$ cat config.mk
export PLATFORM = sky130hd
export DESIGN_NAME = svtd_top
export DESIGN_NICKNAME = d
export VERILOG_FILES = /design/src/hw/svtd_pkg.sv /design/src/hw/svtd_sync_if.sv /design/src/hw/svtd_top.sv /design/src/hw/svtd_sync.sv
export VERILOG_INCLUDE_DIRS = /design/src /design/src/hw
export SDC_FILE = /design/constraint.sdc
export NUM_CORES = 1
export LEC_CHECK = 0
export BUFFER_PORTS_ARGS = -buffer_cell sky130_fd_sc_hd__buf_4
export CAP_MARGIN = 25
export CELL_PAD_IN_SITES_DETAIL_PLACEMENT = 1
export CELL_PAD_IN_SITES_GLOBAL_PLACEMENT = 2
export CORE_MARGIN = 1
export CORE_UTILIZATION = 30
export CTS_CLUSTER_DIAMETER = 60
export DETAILED_ROUTE_END_ITERATION = 16
export MAX_ROUTING_LAYER = met4
export PLACE_DENSITY = 0.73
export SLEW_MARGIN = 0
export SYNTH_ARGS = -nofsm -noshare
export SYNTH_HDL_FRONTEND = slang
export SYNTH_SLANG_ARGS = --single-unit
$ cat constraint.sdc
create_clock -name CORE_CLK -period 2.37 [get_ports CORE_CLK]
set_input_delay 0.237 -clock CORE_CLK [delete_from_list [all_inputs] [get_ports CORE_CLK]]
set_output_delay 0.237 -clock CORE_CLK [all_outputs]
set_load 0.02 [all_outputs]
$ cat src/hw/svtd_defs.svh
// constants for the supply trip detect control block
`ifndef SVTD_DEFS_SVH
`define SVTD_DEFS_SVH
// ==================================================
// register offsets
`define SVTD_OFS_CTRL 8'h00
`define SVTD_OFS_GCTRL 8'h01
`define SVTD_OFS_FLAGS 8'h02
`define SVTD_OFS_ENAB 8'h03
`define SVTD_OFS_PRIO 8'h04
`define SVTD_OFS_EVMASK 8'h05
// ==================================================
// field positions
`define SVTD_BIT_DIR 7
`define SVTD_BIT_BGSTB 6
`define SVTD_BIT_RSTB 5
`define SVTD_BIT_EN 4
`define SVTD_BIT_TRIP 2
`define SVTD_BIT_GIE 7
`define SVTD_LEVEL_EXT 4'hF
// ==================================================
// reset values
`define SVTD_RST_CTRL 8'h04
`define SVTD_RST_ZERO 8'h00
`define SVTD_RST_LEVEL 4'h4
// ==================================================
// timing
`define SVTD_STARTUP_US 20
`define SVTD_CLK_MHZ 100
`define SVTD_STARTUP_CYC (`SVTD_STARTUP_US * `SVTD_CLK_MHZ)
`endif

$ cat src/hw/svtd_pkg.sv
// types shared by the supply trip detect control block
package svtd_pkg;
  typedef enum logic [1:0] {
    SVTD_OFF,
    SVTD_SETTLE,
    SVTD_ARMED
  } svtd_state_t;
endpackage

$ cat src/hw/svtd_sync_if.sv
// interface carrying the raw and synchronised comparator levels
interface svtd_sync_if;
  logic raw_cmp;
  logic raw_ext;
  logic cmp;
  logic ext;
  modport syncer(input raw_cmp, input raw_ext, output cmp, output ext);
  modport user(output raw_cmp, output raw_ext, input cmp, input ext);
endinterface

$ cat src/hw/svtd_top.sv
// supply voltage trip detect control and flag logic
// ==================================================
`include "svtd_defs.svh"

module svtd_top #(
  parameter int STARTUP_CYC = `SVTD_STARTUP_CYC
) (
  input wire logic CORE_CLK,
  input wire logic NRST,
  input wire logic [7:0] ADDR,
  input wire logic [7:0] WDATA,
  input wire logic WR,
  input wire logic RD,
  input wire logic SLEEP,
  input wire logic CMP_RISE_IN,
  input wire logic BGAP_OK_IN,
  output logic [7:0] RDATA,
  output logic [3:0] TRIP_LEVEL,
  output logic USE_EXT_INPUT,
  output logic DET_POWER,
  output logic IRQ,
  output logic WAKE
);
  // ==================================================
  // declarations
  logic dir;
  logic en;
  logic [3:0] level;
  logic ref_stable;
  logic bg_stable;
  logic [7:0] gctrl;
  logic trip_flag;
  logic trip_ie;
  logic trip_prio;
  logic ev_mask;
  logic cmp_prev;
  logic [31:0] settle_cnt;
  svtd_pkg::svtd_state_t state;
  svtd_pkg::svtd_state_t next_state;
  svtd_sync_if sif ();

  // comparator reports supply above tap; bandgap ok rides on the second lane
  assign sif.raw_cmp = CMP_RISE_IN;
  assign sif.raw_ext = BGAP_OK_IN;

  svtd_sync u_sync (
    .clk(CORE_CLK),
    .nrst(NRST),
    .s(sif)
  );

  // ==================================================
  // register decode
  // unmapped addresses read as zero and ignore writes
  wire wr_ctrl = WR && (ADDR == `SVTD_OFS_CTRL);
  wire wr_gctrl = WR && (ADDR == `SVTD_OFS_GCTRL);
  wire wr_flags = WR && (ADDR == `SVTD_OFS_FLAGS);
  wire wr_enab = WR && (ADDR == `SVTD_OFS_ENAB);
  wire wr_prio = WR && (ADDR == `SVTD_OFS_PRIO);
  wire wr_evmask = WR && (ADDR == `SVTD_OFS_EVMASK);
  wire [7:0] ctrl_rd = {dir, bg_stable, ref_stable, en, level};
  wire [7:0] flags_rd = {5'h00, trip_flag, 2'h0};
  wire [7:0] enab_rd = {5'h00, trip_ie, 2'h0};
  wire [7:0] prio_rd = {5'h00, trip_prio, 2'h0};
  wire [7:0] evmask_rd = {5'h00, ev_mask, 2'h0};
  wire [7:0] next_rdata =
    (ADDR == `SVTD_OFS_CTRL) ? ctrl_rd :
    (ADDR == `SVTD_OFS_GCTRL) ? gctrl :
    (ADDR == `SVTD_OFS_FLAGS) ? flags_rd :
    (ADDR == `SVTD_OFS_ENAB) ? enab_rd :
    (ADDR == `SVTD_OFS_PRIO) ? prio_rd :
    (ADDR == `SVTD_OFS_EVMASK) ? evmask_rd : 8'h00;

  // ==================================================
  // crossing detection; direction picks the edge of the comparator level
  // edge based: a supply already past the trip point at enable raises nothing
  wire cmp_now = sif.cmp;
  wire rise_hit = dir && cmp_now && !cmp_prev;
  wire fall_hit = !dir && !cmp_now && cmp_prev;
  wire armed = (state == svtd_pkg::SVTD_ARMED);
  wire trip_event = armed && (rise_hit || fall_hit);
  wire clr_flag = wr_flags && WDATA[`SVTD_BIT_TRIP];
  // set wins over a write-one clear in the same cycle
  wire next_flag = trip_event || (trip_flag && !clr_flag);
  wire next_irq = trip_flag && ev_mask && trip_ie && gctrl[`SVTD_BIT_GIE];
  wire settle_done = (settle_cnt >= (STARTUP_CYC - 1));

  // ==================================================
  // stabilisation sequence, runs off a fixed-time count
  always_comb begin
    next_state = state;
    case (state)
      svtd_pkg::SVTD_OFF: begin
        if (en) begin
          next_state = svtd_pkg::SVTD_SETTLE;
        end
      end
      svtd_pkg::SVTD_SETTLE: begin
        if (!en) begin
          next_state = svtd_pkg::SVTD_OFF;
        end else if (settle_done) begin
          next_state = svtd_pkg::SVTD_ARMED;
        end
      end
      svtd_pkg::SVTD_ARMED: begin
        if (!en) begin
          next_state = svtd_pkg::SVTD_OFF;
        end
      end
      default: begin
        next_state = svtd_pkg::SVTD_OFF;
      end
    endcase
  end

  // ==================================================
  // state and settle counter
  // the count only runs in settle, so a disable mid-count starts it over
  always_ff @(posedge CORE_CLK or negedge NRST) begin
    if (!NRST) begin
      state <= svtd_pkg::SVTD_OFF;
      settle_cnt <= 32'h0;
    end else begin
      state <= next_state;
      settle_cnt <= (state == svtd_pkg::SVTD_SETTLE) ? settle_cnt + 32'h1 : 32'h0;
    end
  end

  // ==================================================
  // control register; reset leaves the detector off
  always_ff @(posedge CORE_CLK or negedge NRST) begin
    if (!NRST) begin
      dir <= 1'b0;
      en <= 1'b0;
      level <= `SVTD_RST_LEVEL;
    end else if (wr_ctrl) begin
      dir <= WDATA[`SVTD_BIT_DIR];
      en <= WDATA[`SVTD_BIT_EN];
      level <= WDATA[3:0];
    end
  end

  // ==================================================
  // status bits; stable only while enabled, so a re-enable waits again
  // bandgap status is only shown while the detector is powered
  always_ff @(posedge CORE_CLK or negedge NRST) begin
    if (!NRST) begin
      ref_stable <= 1'b0;
      bg_stable <= 1'b0;
      cmp_prev <= 1'b0;
    end else begin
      ref_stable <= (next_state == svtd_pkg::SVTD_ARMED);
      bg_stable <= en && sif.ext;
      cmp_prev <= cmp_now;
    end
  end

  // ==================================================
  // interrupt registers
  // priority bit is plain storage; this block drives a single interrupt line
  always_ff @(posedge CORE_CLK or negedge NRST) begin
    if (!NRST) begin
      gctrl <= 8'h00;
      trip_flag <= 1'b0;
      trip_ie <= 1'b0;
      trip_prio <= 1'b0;
      ev_mask <= 1'b1;
    end else begin
      trip_flag <= next_flag;
      if (wr_gctrl) begin
        gctrl <= WDATA;
      end
      if (wr_enab) begin
        trip_ie <= WDATA[`SVTD_BIT_TRIP];
      end
      if (wr_prio) begin
        trip_prio <= WDATA[`SVTD_BIT_TRIP];
      end
      if (wr_evmask) begin
        ev_mask <= WDATA[`SVTD_BIT_TRIP];
      end
    end
  end

  // ==================================================
  // registered outputs; wake ignores the global enable on purpose
  // every output is a level except RDATA, a one-cycle answer to a read
  always_ff @(posedge CORE_CLK or negedge NRST) begin
    if (!NRST) begin
      RDATA <= 8'h00;
      TRIP_LEVEL <= `SVTD_RST_LEVEL;
      USE_EXT_INPUT <= 1'b0;
      DET_POWER <= 1'b0;
      IRQ <= 1'b0;
      WAKE <= 1'b0;
    end else begin
      RDATA <= RD ? next_rdata : 8'h00;
      TRIP_LEVEL <= level;
      USE_EXT_INPUT <= (level == `SVTD_LEVEL_EXT);
      DET_POWER <= en;
      IRQ <= next_irq;
      WAKE <= SLEEP && trip_flag && trip_ie;
    end
  end

  // ==================================================
  // check-only age counter of cycles spent enabled; it is kept apart from the
  // sequencer so the start-up check does not lean on the count it checks
  logic [31:0] en_age;
  always_ff @(posedge CORE_CLK or negedge NRST) begin
    if (!NRST) begin
      en_age <= 32'h0;
    end else begin
      en_age <= en ? en_age + 32'h1 : 32'h0;
    end
  end

  // ==================================================
  // checks on the flag; they watch the sticky bit, not the edge logic
  // an event must reach the flag on the next edge
  a_flag_sets_on_trip: assert property (
    @(posedge CORE_CLK) disable iff (!NRST)
    trip_event |=> trip_flag
  ) else $error("trip event did not set flag");

  // without a clear the flag stays set
  a_flag_sticks: assert property (
    @(posedge CORE_CLK) disable iff (!NRST)
    trip_flag && !clr_flag |=> trip_flag
  ) else $error("flag lost without clear");

  // a lone write-one clear drops the flag
  a_flag_clears: assert property (
    @(posedge CORE_CLK) disable iff (!NRST)
    clr_flag && !trip_event |=> !trip_flag
  ) else $error("flag survived a clear");

  // a new flag needs the reference to have been stable the cycle before
  a_no_early_trip: assert property (
    @(posedge CORE_CLK) disable iff (!NRST)
    $rose(trip_flag) |-> $past(ref_stable)
  ) else $error("trip before stable");

  // the crossing that set the flag matches the chosen direction
  a_trip_direction: assert property (
    @(posedge CORE_CLK) disable iff (!NRST)
    $rose(trip_flag) |-> ($past(cmp_now) == $past(dir))
  ) else $error("trip against direction");

  // ==================================================
  // checks on the start-up sequence
  // stable never shows in the first cycles after enable
  a_settle_time: assert property (
    @(posedge CORE_CLK) disable iff (!NRST)
    $rose(en) |-> !ref_stable [*8]
  ) else $error("stable came too early");

  // stable shows exactly one count past the start-up interval
  a_settle_exit: assert property (
    @(posedge CORE_CLK) disable iff (!NRST)
    $rose(ref_stable) |-> (en_age == 32'(STARTUP_CYC + 1))
  ) else $error("start-up interval wrong");

  // disabling drops the stable bit
  a_stable_clears: assert property (
    @(posedge CORE_CLK) disable iff (!NRST)
    !en && !$past(en) |-> !ref_stable
  ) else $error("stable held while disabled");

  // stable is only ever shown for an enabled detector
  a_stable_needs_en: assert property (
    @(posedge CORE_CLK) disable iff (!NRST)
    ref_stable |-> $past(en)
  ) else $error("stable without enable");

  // ==================================================
  // checks on interrupt and wake
  // both enables must have been set
  a_irq_gated: assert property (
    @(posedge CORE_CLK) disable iff (!NRST)
    IRQ |-> $past(trip_ie) && $past(gctrl[`SVTD_BIT_GIE])
  ) else $error("irq without enables");

  // the interrupt needs a set, unmasked flag
  a_irq_needs_flag: assert property (
    @(posedge CORE_CLK) disable iff (!NRST)
    IRQ |-> $past(trip_flag) && $past(ev_mask)
  ) else $error("irq without flag");

  // an enabled flag wakes a sleeping device
  a_wake_on_flag: assert property (
    @(posedge CORE_CLK) disable iff (!NRST)
    SLEEP && trip_flag && trip_ie |=> WAKE
  ) else $error("no wake in sleep");

  // wake is only raised while asleep
  a_wake_needs_sleep: assert property (
    @(posedge CORE_CLK) disable iff (!NRST)
    WAKE |-> $past(SLEEP)
  ) else $error("wake while awake");

  // ==================================================
  // checks on the analog controls
  // external input chosen exactly for the all-ones level
  a_ext_select: assert property (
    @(posedge CORE_CLK) disable iff (!NRST)
    USE_EXT_INPUT == ($past(level) == `SVTD_LEVEL_EXT)
  ) else $error("external input select wrong");

  // the level output copies the level field
  a_level_out: assert property (
    @(posedge CORE_CLK) disable iff (!NRST)
    TRIP_LEVEL == $past(level)
  ) else $error("level output wrong");

  // power follows the enable bit two edges after the write
  a_power_follows: assert property (
    @(posedge CORE_CLK) disable iff (!NRST)
    wr_ctrl |=> ##1 DET_POWER == $past(WDATA[`SVTD_BIT_EN], 2)
  ) else $error("power not following enable");

  // sleep never powers the detector down
  a_power_in_sleep: assert property (
    @(posedge CORE_CLK) disable iff (!NRST)
    en && SLEEP |=> DET_POWER
  ) else $error("detector off in sleep");
endmodule

$ cat src/hw/svtd_sync.sv
// two flop synchroniser for the analog comparator levels
module svtd_sync (
  input wire logic clk,
  input wire logic nrst,
  svtd_sync_if.syncer s
);
  logic [1:0] stage1;
  logic [1:0] stage2;
  // ==================================================
  // first stage only feeds the second stage
  always_ff @(posedge clk or negedge nrst) begin
    if (!nrst) begin
      stage1 <= 2'h0;
      stage2 <= 2'h0;
    end else begin
      stage1 <= {s.raw_ext, s.raw_cmp};
      stage2 <= stage1;
    end
  end
  assign s.cmp = stage2[0];
  assign s.ext = stage2[1];
endmodule

### Word-level counts from Yosys, hierarchy flattened

Index checks and enable logic that the tools add are counted.

* add/sub/neg operators: 1
* order comparisons: 1
* eq/ne operators: 9
* mux-type cells: 13
* reduce and logical (&&, ||, !) cells: 27

Operator list (number)
* $add 32x1->32 const B: 1
* $ge 32x11->1 const B: 1
* $mux 32: 1
* $mux 8: 3
* $logic_and 1x1->1: 19
* $eq 8x2->1 const B: 2
* $eq 8x3->1 const B: 2
* $mux 3: 4
* $eq 8x1->1 const B: 1
* $logic_not 8->1: 1
* $mux 2: 4
* $pmux 2 s3: 1
* $eq 2x2->1 const B: 2
* $eq 4x4->1 const B: 1
* $logic_not 1->1: 4
* $eq 2x1->1 const B: 1
* $logic_not 2->1: 1
* $logic_or 1x1->1: 2

* bits in registers: 75
* bits of input ports: 23
* output and inout bits: 16
* logic and storage cells: 72

### Longest topological paths before layout

Gate-level depths: netlist of the first run.

* depth in word-level cells: 8
* depth in mapped cells: 7
* depth with buffers taken out: 6

### Hierarchy

Synthesis of the first run repeated with hierarchy kept, for this count alone.

* cells, all modules: 301
* area total of the unflattened synthesis: 3375.7 um2

By module, submodules not included
* svtd_top: times used 1, cells each 297, area an instance 3275.6 um2, sequential area each 1780.5 um2
* svtd_sync: times used 1, cells each 4, area an instance 100.1 um2, sequential area each 100.1 um2

### Least setup slack after synthesis of the first run

Ideal clock, no wire load.

* path kind: input -> register
* start: in ADDR[5]
* end: reg dir
* arrival time: 1.764 ns
* required time: 2.245 ns
* slack: 0.481 ns
* stages: 6
* buffers on the path: 1
* path through: or4_4 nor3_4 nand2_2 or3_1 buf_6 mux2_4

* longest elaborated chain between the ends: 2

RTL lines
* start: declaration: line svtd_top.sv:10 `input wire logic [7:0] ADDR,`
* $logic_not 8->1 (no source line)
* $logic_and 1x1->1: line svtd_top.sv:55 `` wire wr_ctrl = WR && (ADDR == `SVTD_OFS_CTRL); ``
* end signal: assignment: line svtd_top.sv:137 `` dir <= WDATA[`SVTD_BIT_DIR]; ``
* end: declaration: line svtd_top.sv:26 `logic dir;`

No other way between the ends.
A chain may end at the register's enable or synchronous reset.

### Final worst setup path of the first run

* start: reg settle_cnt[0]
* end: reg state[0]

* longest elaborated chain between the ends: 4

RTL lines
* start: declaration: line svtd_top.sv:37 `logic [31:0] settle_cnt;`
* start signal: assignment: line svtd_top.sv:125 `settle_cnt <= (state == svtd_pkg::SVTD_SETTLE) ? settle_cnt + 32'h1 : 32'h0;`
* $ge 32x11->1: line svtd_top.sv:86 `wire settle_done = (settle_cnt >= (STARTUP_CYC - 1));`
* $mux 2: line svtd_top.sv:101 `end else if (settle_done) begin`
* $mux 2: line svtd_top.sv:99 `if (!en) begin`
* $pmux 2 s3: line svtd_top.sv:92 `case (state)`
* via next_state[0]: line svtd_top.sv:39 `svtd_pkg::svtd_state_t next_state;`
* end signal: assignment: line svtd_top.sv:121 `state <= svtd_pkg::SVTD_OFF;`
* end signal: assignment: line svtd_top.sv:124 `state <= next_state;`
* end: declaration: line svtd_top.sv:38 `svtd_pkg::svtd_state_t state;`

The timed path passes the listed nets, and every way through them passes these cells.

==> flow_summary.toml, run 1 <==
[outcome]
outcome = "complete, no violations"

[final_layout]
instances_no_fill = 469
layout-drive-gt1-share = 0.261
area_growth_pct = 21.1
insertedDiodeCount = 0
fin_nets = 352

[yosys]
synth_ff_type = "dfrtp_1"
synth_xor_area_frac = 0.0808
yosys.area_share.adder = 0.00385
synth.area.mux_share = 0.0693
synth_fp_nets = 304
syn_avg_cell_area_um2 = 11.6
synth_cell_type_count = 37
yosys_warnings = 0
synth_cells = 280
synth_top_family_by_area = "simple AND/OR/NAND/NOR gates"
yosysSeqAreaShare = 0.578
synth_compound_area_frac = 0.0369
netlist_area_um2 = 3250
synth-seq-cells = 75
synthArstFlopShare = 1.00
synthSimpleGateAreaFrac = 0.213
synth_edf_count = 0

[route]
drtIter0Drc = 44
drc = 0
antenna_left = 0
wire_per_inst_um = 14.3
vias = 2226
dr.pass1.iters = 4
drt_wl_total_um = 6730
vias_per_cell = 4.75

[worst_hold_path]
hp-class = "in2reg"

[die]
die_w_um = 106
num_rows = 37
die_area_um2 = 11300
initial_utilization = 0.312
core_area_um2 = 10400
die_h_um = 106
ios = 39

[worst_setup_path]
worstSetupPathType = "reg2reg"
arrival_ps = 2200
cp-end-kind = "register"
path_max_fanout = 4
worstSetupStartpointType = "register"
worstPathRequired_ps = 2630

[sta]
tightest_slew_ps = 428
tns_ps = 0
skew_ps = 8.09
whs_ps = 107
max-slew-margin-rel = 0.715
hold_viol = 0
setup-violations-final = 0
rsz0062_at_grt = "false"
slew_viol_final = 0
fin_crit_ps = 1940
fin_crit_sh = 0.818
fmax_mhz = 516
worst_slack_ps = 431

[placed_design]
place.detailed.hpwl_um = 4710
numPortBuffers = 38
gp_congestion = 0.726
pre_cts_slack_ps = 223
dp_cells = 450

[clock_tree]
htree_levels = 3
cts_resized = 0
cts_buffers = 9
postCtsHoldBufs = 3
clockBufferDepth = 2
post_cts.repair.setup_buffers = 0
tritoncts = "yes"
clk_pin_slew_ps = 90
cts-root-buf = "clkbuf_8"
clock_sinks = 75
clk_latency_ps = 350

[global_routing]
grt_pass1_wl_um = 11700
global_route.peak_usage_layer = "met2"
grt_pass1_vias = 2397
grt_max_degree = 50
grt_use_met2 = 0.210
gr-usage-met3 = 0.0276
use_met1 = 0.176
antenna_found_initial = 0
grt_overflow_total = 0
gr-usage-all-layers = 0.136

[flow_run]
maxCapViolCount = 0

[pwr]
clockPowerShare = 0.396
p_leak_nw = 1.77
p_int_mw = 1.77
p_sw_frac = 0.262
ir_worst_vdd_uv = 222
pwr_density_cell_nw_per_um2 = 610
switching_power_mw = 0.630
comb_power_share = 0.053
seqPwrFrac = 0.550
[worst max-delay path, stage by stage, from the launching register on]
cell and delay, ps:
dfrtp_1 420, ha_1 250, and3_1 230, or3_1 320, a311o_1 360, a211oi_1 270
[power by group through the flow]
stage / registers (mW) / clock network [mW] / logic, mW
floorplan: 1.35 / 0 / 0.0406
global placement: 1.35 / 0 / 0.126
detailed placement: 1.35 / 0 / 0.128
CTS: 1.32 / 0.995 / 0.133
global route: 1.33 / 1.05 / 0.144
finish: 1.32 / 0.953 / 0.128
[Yosys cell counts, types with 2 or more instances]
cell type	instances	area, um^2
a22o_1	2	17.5
a22oi_1	8	60.1
and3_1	6	37.5
and4_1	8	70.1
clkbuf_1	8	30.0
dfrtp_1	72	1800
dfstp_2	3	78.8
inv_1	3	11.3
mux2_2	11	124
mux2_4	6	90.1
nand2_1	15	56.3
nand2b_1	4	25.0
nand3_1	16	80.1
nand4_1	11	68.8
nor2_1	42	158
nor2b_1	9	56.3
nor4_1	4	25.0
nor4_2	2	25.0
o21ai_0	2	10.0
o31ai_1	2	15.0
or3_1	2	12.5
xnor2_1	5	43.8
xor2_1	25	219
[sequential cells by signal, summed over array words and instances, names as in the netlist]
register and count:
USE_EXT_INPUT 1, u_sync.stage2 2, bg_stable 1, TRIP_LEVEL 4, state 2, trip_flag 1
u_sync.stage1 2, gctrl 8, RDATA 8, DET_POWER 1, dir 1, trip_ie 1
trip_prio 1, IRQ 1, ev_mask 1, settle_cnt 32, en 1, ref_stable 1
cmp_prev 1, WAKE 1, level 4
[layer usage]
metal	wire length, um	up-vias
met5	0	-
met4	97	0
met3	138	6
met2	3280	21
met1	3210	1133
li1	-	1066
[layout by cell type, fill, tap and decap left out, drive strengths merged]
cell / count
a211oi: 1
a22o: 2
a22oi: 8
a311o: 1
and2: 1
and3: 6
and4: 8
buf: 44
clkbuf: 9
clkinvlp: 1
dfrtp: 72
dfstp: 3
dlygate4sd3: 3
ha: 1
inv: 9
mux2: 18
nand2: 16
nand2b: 4
nand3: 16
nand4: 11
nor2: 42
nor2b: 9
nor3: 2
nor3b: 1
nor4: 6
nor4b: 1
o21ai: 2
o31ai: 2
or2: 1
or3: 2
or4: 1
xnor2: 5
xor2: 25
[final cells by class]
class / count / area [um^2]
fill: 1142 / 6480
sequential: 75 / 1880
multi-input combinational: 192 / 1310
timing repair buffer: 47 / 373
tap: 136 / 170
clock buffer: 9 / 124
clock inverter: 7 / 65.1
inverter: 3 / 11.3
[stage by stage]
step / power (mW) / area (um^2) / utilization
after floorplan: 1.39 / 3250 / -
after global placement: 1.47 / 3720 / 0.357
after detailed placement: 1.48 / 3720 / 0.357
after CTS: 2.45 / 3940 / 0.378
after global routing: 2.52 / 3940 / 0.378
final: 2.40 / 3940 / 0.378
[path summary, 6_finish.rpt]
path | slack [ps] | cells after the start | start | endpoint
min in group asynchronous | 350 | 2 | NRST | settle_cnt[25]$_DFF_PN0_
setup reg to reg | 430 | 5 | settle_cnt[0]$_DFF_PN0_ | state[0]$_DFF_PN0_
hold / removal | 110 | 2 | WDATA[6] | gctrl[6]$_DFFE_PN0P_
max in group asynchronous | 1400 | 3 | NRST | level[2]$_DFFE_PN1P_
hold reg to reg | 360 | 0 | u_sync.stage1[0]$_DFF_PN0_ | u_sync.stage2[0]$_DFF_PN0_
setup / recovery | 430 | 5 | settle_cnt[0]$_DFF_PN0_ | state[0]$_DFF_PN0_
[logic make-up (layout without fill, tap and decap cells)]
| family | Yosys count | after routing |
|---|---|---|
| AND/OR/NAND/NOR | 127 | 127 |
| buffers and inverters | 13 | 66 |
| multiplexers | 18 | 18 |
| flip-flops | 75 | 75 |
| XOR/XNOR | 30 | 30 |
| AO/OA/AOI/OAI | 16 | 16 |
| adder cells (fa/ha/maj) | 1 | 1 |
Note: power is estimated with default switching activity, not from simulation.
==> inputs of run 2 (changes only) <==
--- a/config.mk
+++ b/config.mk
@@ -6,6 +6,7 @@
 export SDC_FILE = /design/constraint.sdc
 export NUM_CORES = 1
 export LEC_CHECK = 0
+export ABC_AREA = 1
 export BUFFER_PORTS_ARGS = -buffer_cell sky130_fd_sc_hd__buf_4
 export CAP_MARGIN = 25
 export CELL_PAD_IN_SITES_DETAIL_PLACEMENT = 1
@@ -15,7 +16,7 @@
 export CTS_CLUSTER_DIAMETER = 60
 export DETAILED_ROUTE_END_ITERATION = 16
 export MAX_ROUTING_LAYER = met4
-export PLACE_DENSITY = 0.73
+export PLACE_DENSITY = 0.82
 export SLEW_MARGIN = 0
 export SYNTH_ARGS = -nofsm -noshare
 export SYNTH_HDL_FRONTEND = slang
==> constraint.sdc (replaced) <==
create_clock -name CORE_CLK -period 1.6 [get_ports CORE_CLK]
set_input_delay 0.16 -clock CORE_CLK [delete_from_list [all_inputs] [get_ports CORE_CLK]]
set_output_delay 0.16 -clock CORE_CLK [all_outputs]
set_load 0.02 [all_outputs]
==> run 2 against run 1 <==
Clock skew rose by 0.79 ps; wire length rose by 43%; fmax rose by 30%; area after synthesis rose by 11%; global-route usage rose by 4.0 points; cell area rose by 14%; clock power rose by 120%; clock-buffer cell count did not move; synthesized cell count rose by 60%; via count rose by 38%; worst setup slack got worse by 320 ps.
==> flow_summary.toml, run 2 <==
[outcome]
outcome = "complete, no violations"

[clock_tree]
clockBufferDepth = 2
cts-root-buf = "clkbuf_16"
clk_latency_ps = 350
cts_buffers = 9
clk_pin_slew_ps = 60
tritoncts = "yes"
htree_levels = 3
clock_sinks = 75

[yosys]
synth_cell_type_count = 34
syn_avg_cell_area_um2 = 8.07
synth_common_cells = "125 x nand2_1, 91 x nor2_1, 72 x dfrtp_1, 38 x inv_1, 18 x nand3_1"
synth_edf_count = 0
synth_ff_type = "dfrtp_1"
yosys.area.top_type = "dfrtp_1"
yosys_warnings = 0
synth_cells = 448
synth-seq-cells = 75
synth.most_common_cell = "nand2_1"
yosysTopAreaCellShare = 0.498
netlist_area_um2 = 3610
yosysSeqAreaShare = 0.520
synthArstFlopShare = 1.00
synth_fp_nets = 472
synth.top_cells.by_area = "dfrtp_1 50%, nand2_1 13%, nor2_1 9.4%"

[route]
dr.pass1.iters = 4
drtIter0Drc = 143
vias_per_cell = 4.71
drc = 0
vias = 3068
drt_wl_total_um = 9620
wire_per_inst_um = 14.8
antenna_left = 0

[sta]
fin_crit_sh = 0.930
fmax_mhz = 672
hold_viol = 0
max-slew-margin-rel = 0.779
tightest_slew_ps = 332
fin_crit_ps = 1490
slew_viol_final = 0
setup-violations-final = 0
skew_ps = 8.87
rsz0062_at_grt = "true"

[global_routing]
antenna_found_initial = 0
grt_pass1_wl_um = 16500
grt_max_degree = 39
gr-usage-all-layers = 0.176
grt_overflow_total = 0
grt_pass1_vias = 3340

[worst_setup_path]
worst-path-stages = 7
r2r-start = "settle_cnt[2]$_DFF_PN0_"
cp-end-kind = "register"
crit_end = "settle_cnt[29]$_DFF_PN0_"
path_buf_inv = 0
rr_endpoint = "settle_cnt[29]$_DFF_PN0_"
setup.worst_path.start = "settle_cnt[2]$_DFF_PN0_"
cp_slowest_cell = "dfrtp_1"
critPathMostFrequentCell = "nand2_1"
worstSetupStartpointType = "register"
worstPathRequired_ps = 1840
reg2regPathDepth = 7
crit_path_max_incr_delay_ps = 420
worstSetupPathType = "reg2reg"
arrival_ps = 1720
crit_family = "simple AND/OR/NAND/NOR gates"
cp_cell_sequence = "nand2_1 > nor2_1 > nand2_1 > nor2_2 > nand2_1 > xor2_1 > nor2_1"
path_max_fanout = 4
reg2reg_setup_slack_ps = 110

[final_layout]
layout_common_cells = "125 x nand2_1, 89 x nor2_1, 72 x dfrtp_1"
regMostFlops = "settle_cnt"
post-route-util = 0.390
fin_nets = 528
area_growth_pct = 24.7
instances_no_fill = 652
reg.largest.list = "settle_cnt (32), RDATA (8), gctrl (8)"
insertedDiodeCount = 0
layout-drive-gt1-share = 0.202
final_common_cell = "nand2_1"
final_cell_area_um2 = 4510
largest_register_ffs = 32

[die]
num_rows = 39
die_area_um2 = 12500
ios = 39
initial_utilization = 0.313
core_area_um2 = 11600
die_w_um = 112
die_h_um = 112

[pwr]
pwr_density_cell_nw_per_um2 = 954
ir_worst_vdd_uv = 538
p_leak_nw = 2.02

[flow_run]
maxCapViolCount = 0

[placed_design]
numPortBuffers = 38
place.detailed.hpwl_um = 7230
dp_cells = 632
gp_congestion = 0.821
place_area_um2 = 4120

[worst_hold_path]
hp-class = "in2reg"
## run 2: changes by cell type after synthesis, moves of 7 or more
cell | previous run | this run
nand2_1 | 15 | 125
nor2_1 | 42 | 91
inv_1 | 3 | 38
a21oi_1 | 0 | 16
xor2_1 | 25 | 9
mux2_2 | 11 | 0
nor2b_1 | 9 | 0
a22oi_1 | 8 | 0
and4_1 | 8 | 0
nor2_2 | 0 | 8
clkbuf_1 | 8 | 1
nand4_1 | 11 | 4
## run 2: area by class of cell
class,count,area (um^2)
clock buffers,9,225
multi-input cells,326,1580
repair buffers,51,403
fillers,1387,7060
well taps,143,179
flip-flops and latches,75,1880
clock inverters,7,82.6
inverters,41,154
## run 2: worst min path at each step
| stage | from | endpoint | slack, ps | cells past startpoint |
|---|---|---|---|---|
| finish | SLEEP | WAKE$_DFF_PN0_ | 30 | 3 |
| floorplan | NRST | DET_POWER$_DFF_PN0_ | -140 | 0 |
| global placement | NRST | settle_cnt[25]$_DFF_PN0_ | 100 | 1 |
| CTS | SLEEP | WAKE$_DFF_PN0_ | 30 | 3 |
| global route | SLEEP | WAKE$_DFF_PN0_ | 50 | 3 |
| detailed placement | NRST | settle_cnt[9]$_DFF_PN0_ | 90 | 1 |
## run 2: stage by stage
stage | power, mW | setup slack [ps] | hold slack (ps) | TNS [ps]
after floorplan | 2.08 | 219 | -136 | 0
after global placement | 2.21 | 67.4 | 96.4 | 0
after detailed placement | 2.22 | 23.1 | 91.8 | 0
after CTS | 4.35 | 19.3 | 27.0 | 0
after global routing | 4.44 | -18.6 | 45.5 | -52.2
final | 4.30 | 112 | 32.8 | 0
## run 2: cells by family (layout without fill, tap and decap cells)
| kind of cell | after synthesis | in the layout | share of synthesized area |
|---|---|---|---|
| compound gates | 42 | 42 | 0.0682 |
| xor+xnor | 15 | 15 | 0.0363 |
| fa+ha+maj | 1 | 1 | 0.00346 |
| buf+inv | 47 | 108 | 0.0526 |
| flops | 75 | 75 | 0.520 |
| simple gates | 268 | 268 | 0.319 |
## run 2: metal layers
layer | wire, um | track usage | vias up
li1 | - | - | 1510
met1 | 4490 | 0.209 | 1496
met2 | 4680 | 0.294 | 47
met3 | 256 | 0.0321 | 15
met4 | 199 | 0.0739 | 0
met5 | 0 | - | -
## run 2: worst reg2reg max path, cell delays in order (launching register included)
cell and delay, ps:
dfrtp_1 420, nand2_1 120, nor2_1 150, nand2_1 200, nor2_2 210, nand2_1 80
xor2_1 140, nor2_1 60
## run 2: what timing repair did
item | in CTS | in global routing
gates resized for setup | 0 | 8
setup endpoints to repair | 0 | 10
hold buffers | 3 | 0
setup buffers | 0 | 1
endpoints found under the hold margin | 23 | 0
## run 2: power breakdown
part | switching, mW | leakage, nW | internal (mW) | total, mW
sequential | 0.0280 | 1.02 | 1.94 | 1.96
clock | 0.885 | 0.151 | 1.23 | 2.12
combinational | 0.133 | 0.855 | 0.0872 | 0.220
==> inputs of run 3 (changes only) <==
--- a/config.mk
+++ b/config.mk
@@ -13,11 +13,13 @@
 export CELL_PAD_IN_SITES_GLOBAL_PLACEMENT = 2
 export CORE_MARGIN = 1
 export CORE_UTILIZATION = 30
+export CTS_BUF_LIST = sky130_fd_sc_hd__clkbuf_8
 export CTS_CLUSTER_DIAMETER = 60
 export DETAILED_ROUTE_END_ITERATION = 16
 export MAX_ROUTING_LAYER = met4
-export PLACE_DENSITY = 0.82
+export PLACE_DENSITY = 0.81
 export SLEW_MARGIN = 0
 export SYNTH_ARGS = -nofsm -noshare
 export SYNTH_HDL_FRONTEND = slang
+export SYNTH_HIERARCHICAL = 1
 export SYNTH_SLANG_ARGS = --single-unit
==> run 3 against run 2 <==
Fmax decreased by 3.2%; area after synthesis increased by 2.6%; critical path type unchanged; via count increased by 2.6%; synthesized cell count increased by 0.22%; largest cell class unchanged; combinational power increased by 2%; clock skew decreased by 1.5 ps; critical endpoint is now settle_cnt[26]$_DFF_PN0_; utilization decreased by 0.74 points; wire length increased by 2.5%; cell count increased by 2.3%.
==> flow_summary.toml, run 3 <==
[clock_tree]
clk_latency_ps = 360
tritoncts = "yes"
clockBufferDepth = 2
clk_pin_slew_ps = 80
clock_sinks = 75
cts-root-buf = "clkbuf_8"
cts_buffers = 9
htree_levels = 3

[final_layout]
fin_nets = 539
largest_register_ffs = 32
final_common_cell = "nand2_1"
layout_common_cells = "116 x nand2_1, 71 x dfrtp_1, 69 x nor2_1"
instances_no_fill = 667
area_growth_pct = 23.9
reg.largest.list = "settle_cnt (32), RDATA (8), gctrl (8)"
regMostFlops = "settle_cnt"
insertedDiodeCount = 0
fillers = 1448
layout-drive-gt1-share = 0.246

[global_routing]
grt_pass1_vias = 3332
gr-usage-met3 = 0.0455
gr-usage-all-layers = 0.178
grt_use_met2 = 0.299
grt_overflow_total = 0
global_route.peak_usage_layer = "met2"
use_met1 = 0.214
grt_pass1_wl_um = 17000
grt_max_degree = 24
antenna_found_initial = 0

[worst_setup_path]
setup.worst_path.start = "settle_cnt[1]$_DFF_PN0_"
worstSetupPathType = "reg2reg"
worstSetupStartpointType = "register"
worstPathRequired_ps = 1860
path_max_fanout = 6
crit_path_max_incr_delay_ps = 420
arrival_ps = 1790
cp_slowest_cell = "dfrtp_1"
cp-end-kind = "register"
cp_cell_sequence = "ha_4 > nand3_4 > nor3_4 > nand2_4 > nor2_8 > nand3_2 > nand2_1 > nor2_1"
r2r-start = "settle_cnt[1]$_DFF_PN0_"
reg2reg_setup_slack_ps = 60
rr_endpoint = "settle_cnt[26]$_DFF_PN0_"
reg2regPathDepth = 8
crit_end = "settle_cnt[26]$_DFF_PN0_"

[yosys]
syn_avg_cell_area_um2 = 8.26
synth_cells = 449
synth.top_cells.by_area = "dfrtp_1 49%, nand2_1 12%, nor2_1 7.2%"
yosysTopAreaCellShare = 0.486
yosys.area.top_type = "dfrtp_1"
synth.most_common_cell = "nand2_1"
yosysSeqAreaShare = 0.507
synth_edf_count = 0
synth_common_cells = "117 x nand2_1, 72 x dfrtp_1, 71 x nor2_1, 46 x inv_1, 28 x nand3_1"
synth-seq-cells = 75
yosys_warnings = 6
synthArstFlopShare = 1.00
synth_cell_type_count = 36
synth_ff_type = "dfrtp_1"
synth_fp_nets = 473
netlist_area_um2 = 3710

[die]
die_h_um = 113
die_area_um2 = 12800
initial_utilization = 0.309
die_w_um = 113
ios = 39
core_area_um2 = 12000
num_rows = 40

[worst_hold_path]
hold_depth = 3
hp-class = "in2reg"

[pwr]
ir_worst_vdd_uv = 521
p_sw_frac = 0.258
pwr_density_cell_nw_per_um2 = 772
p_leak_nw = 2.07
clockPowerShare = 0.384
comb_power_share = 0.063
p_int_mw = 2.63
switching_power_mw = 0.914
seqPwrFrac = 0.553
power.total_mw = 3.55

[route]
wire_per_inst_um = 14.8
antenna_left = 0
drt_wl_total_um = 9860
dr.pass1.iters = 4
vias_per_cell = 4.72
drtIter0Drc = 121
vias = 3149
drc = 0

[placed_design]
place.detailed.hpwl_um = 7570
numPortBuffers = 38
gp_congestion = 0.827
dp_cells = 644

[sta]
fin_crit_sh = 0.960
tns_ps = 0
tightest_slew_ps = 350
fmax_mhz = 651
hold_viol = 0
rsz0062_at_grt = "true"
skew_ps = 7.35
setup-violations-final = 0
whs_ps = 37.1
slew_viol_final = 0
max-slew-margin-rel = 0.766
fin_crit_ps = 1540

[flow_run]
maxCapViolCount = 0

[outcome]
outcome = "complete, no violations"
==> run 3: worst max-delay path, delay by kind of cell, from the launching register on <==
family,cells,cell delay [ps]
simple gates,7,830
fa+ha+maj,1,180
flops,1,420
==> run 3: worst min path at each step <==
stage	startpoint	end
6_report	WDATA[5]	gctrl[5]$_DFFE_PN0P_
5_1_grt	WDATA[2]	trip_prio$_DFFE_PN0P_
4_1_cts	WDATA[2]	trip_prio$_DFFE_PN0P_
3_5_place_dp	NRST	settle_cnt[19]$_DFF_PN0_
3_3_place_gp	NRST	settle_cnt[16]$_DFF_PN0_
2_1_floorplan	NRST	DET_POWER$_DFF_PN0_
==> run 3: cell families after synthesis <==
group | after synthesis | share of synthesized area
buf+inv | 59 | 0.0655
fa+ha+maj | 1 | 0.00337
flops | 75 | 0.507
mux | 1 | 0.00304
xor+xnor | 9 | 0.0213
compound gates | 46 | 0.0800
simple gates | 258 | 0.320
==> run 3: cell type report <==
class | instances | area (um^2) | share of cell area
Sequential cell | 75 | 1880 | 0.410
Multi-Input combinational cell | 315 | 1650 | 0.359
Timing Repair Buffer | 63 | 508 | 0.111
Inverter | 51 | 191 | 0.0417
Tap cell | 147 | 184 | 0.0400
Clock buffer | 10 | 138 | 0.0300
Clock inverter | 6 | 41.3 | 0.00899
==> run 3: routing by layer <==
metal	wire length, um	vias up
met5	0	-
met3	359	8
met2	4990	43
li1	-	1553
met1	4400	1545
met4	98	0
==> run 3: power by group through the flow <==
stage,Sequential (mW),Clock (mW),Combinational [mW]
CTS,1.96,1.42,0.231
global placement,2.00,0,0.216
global route,1.97,1.50,0.253
finish,1.96,1.36,0.224
floorplan,2.00,0,0.0768
detailed placement,2.00,0,0.222
==> run 3: what timing repair did <==
item	CTS	global route
setup buffers	0	3
endpoints found under the setup margin	0	14
resized for setup	0	14
hold buffers	4	0
hold endpoints to repair	22	0
==> run 3: metrics by stage <==
stage	setup WS [ps]	util	cell area (um^2)
floorplan	122	-	3710
global placement	85.9	0.357	4290
finish	63.4	0.382	4590
detailed placement	17.7	0.357	4290
CTS	0.427	0.375	4510
global route	-68.8	0.382	4590
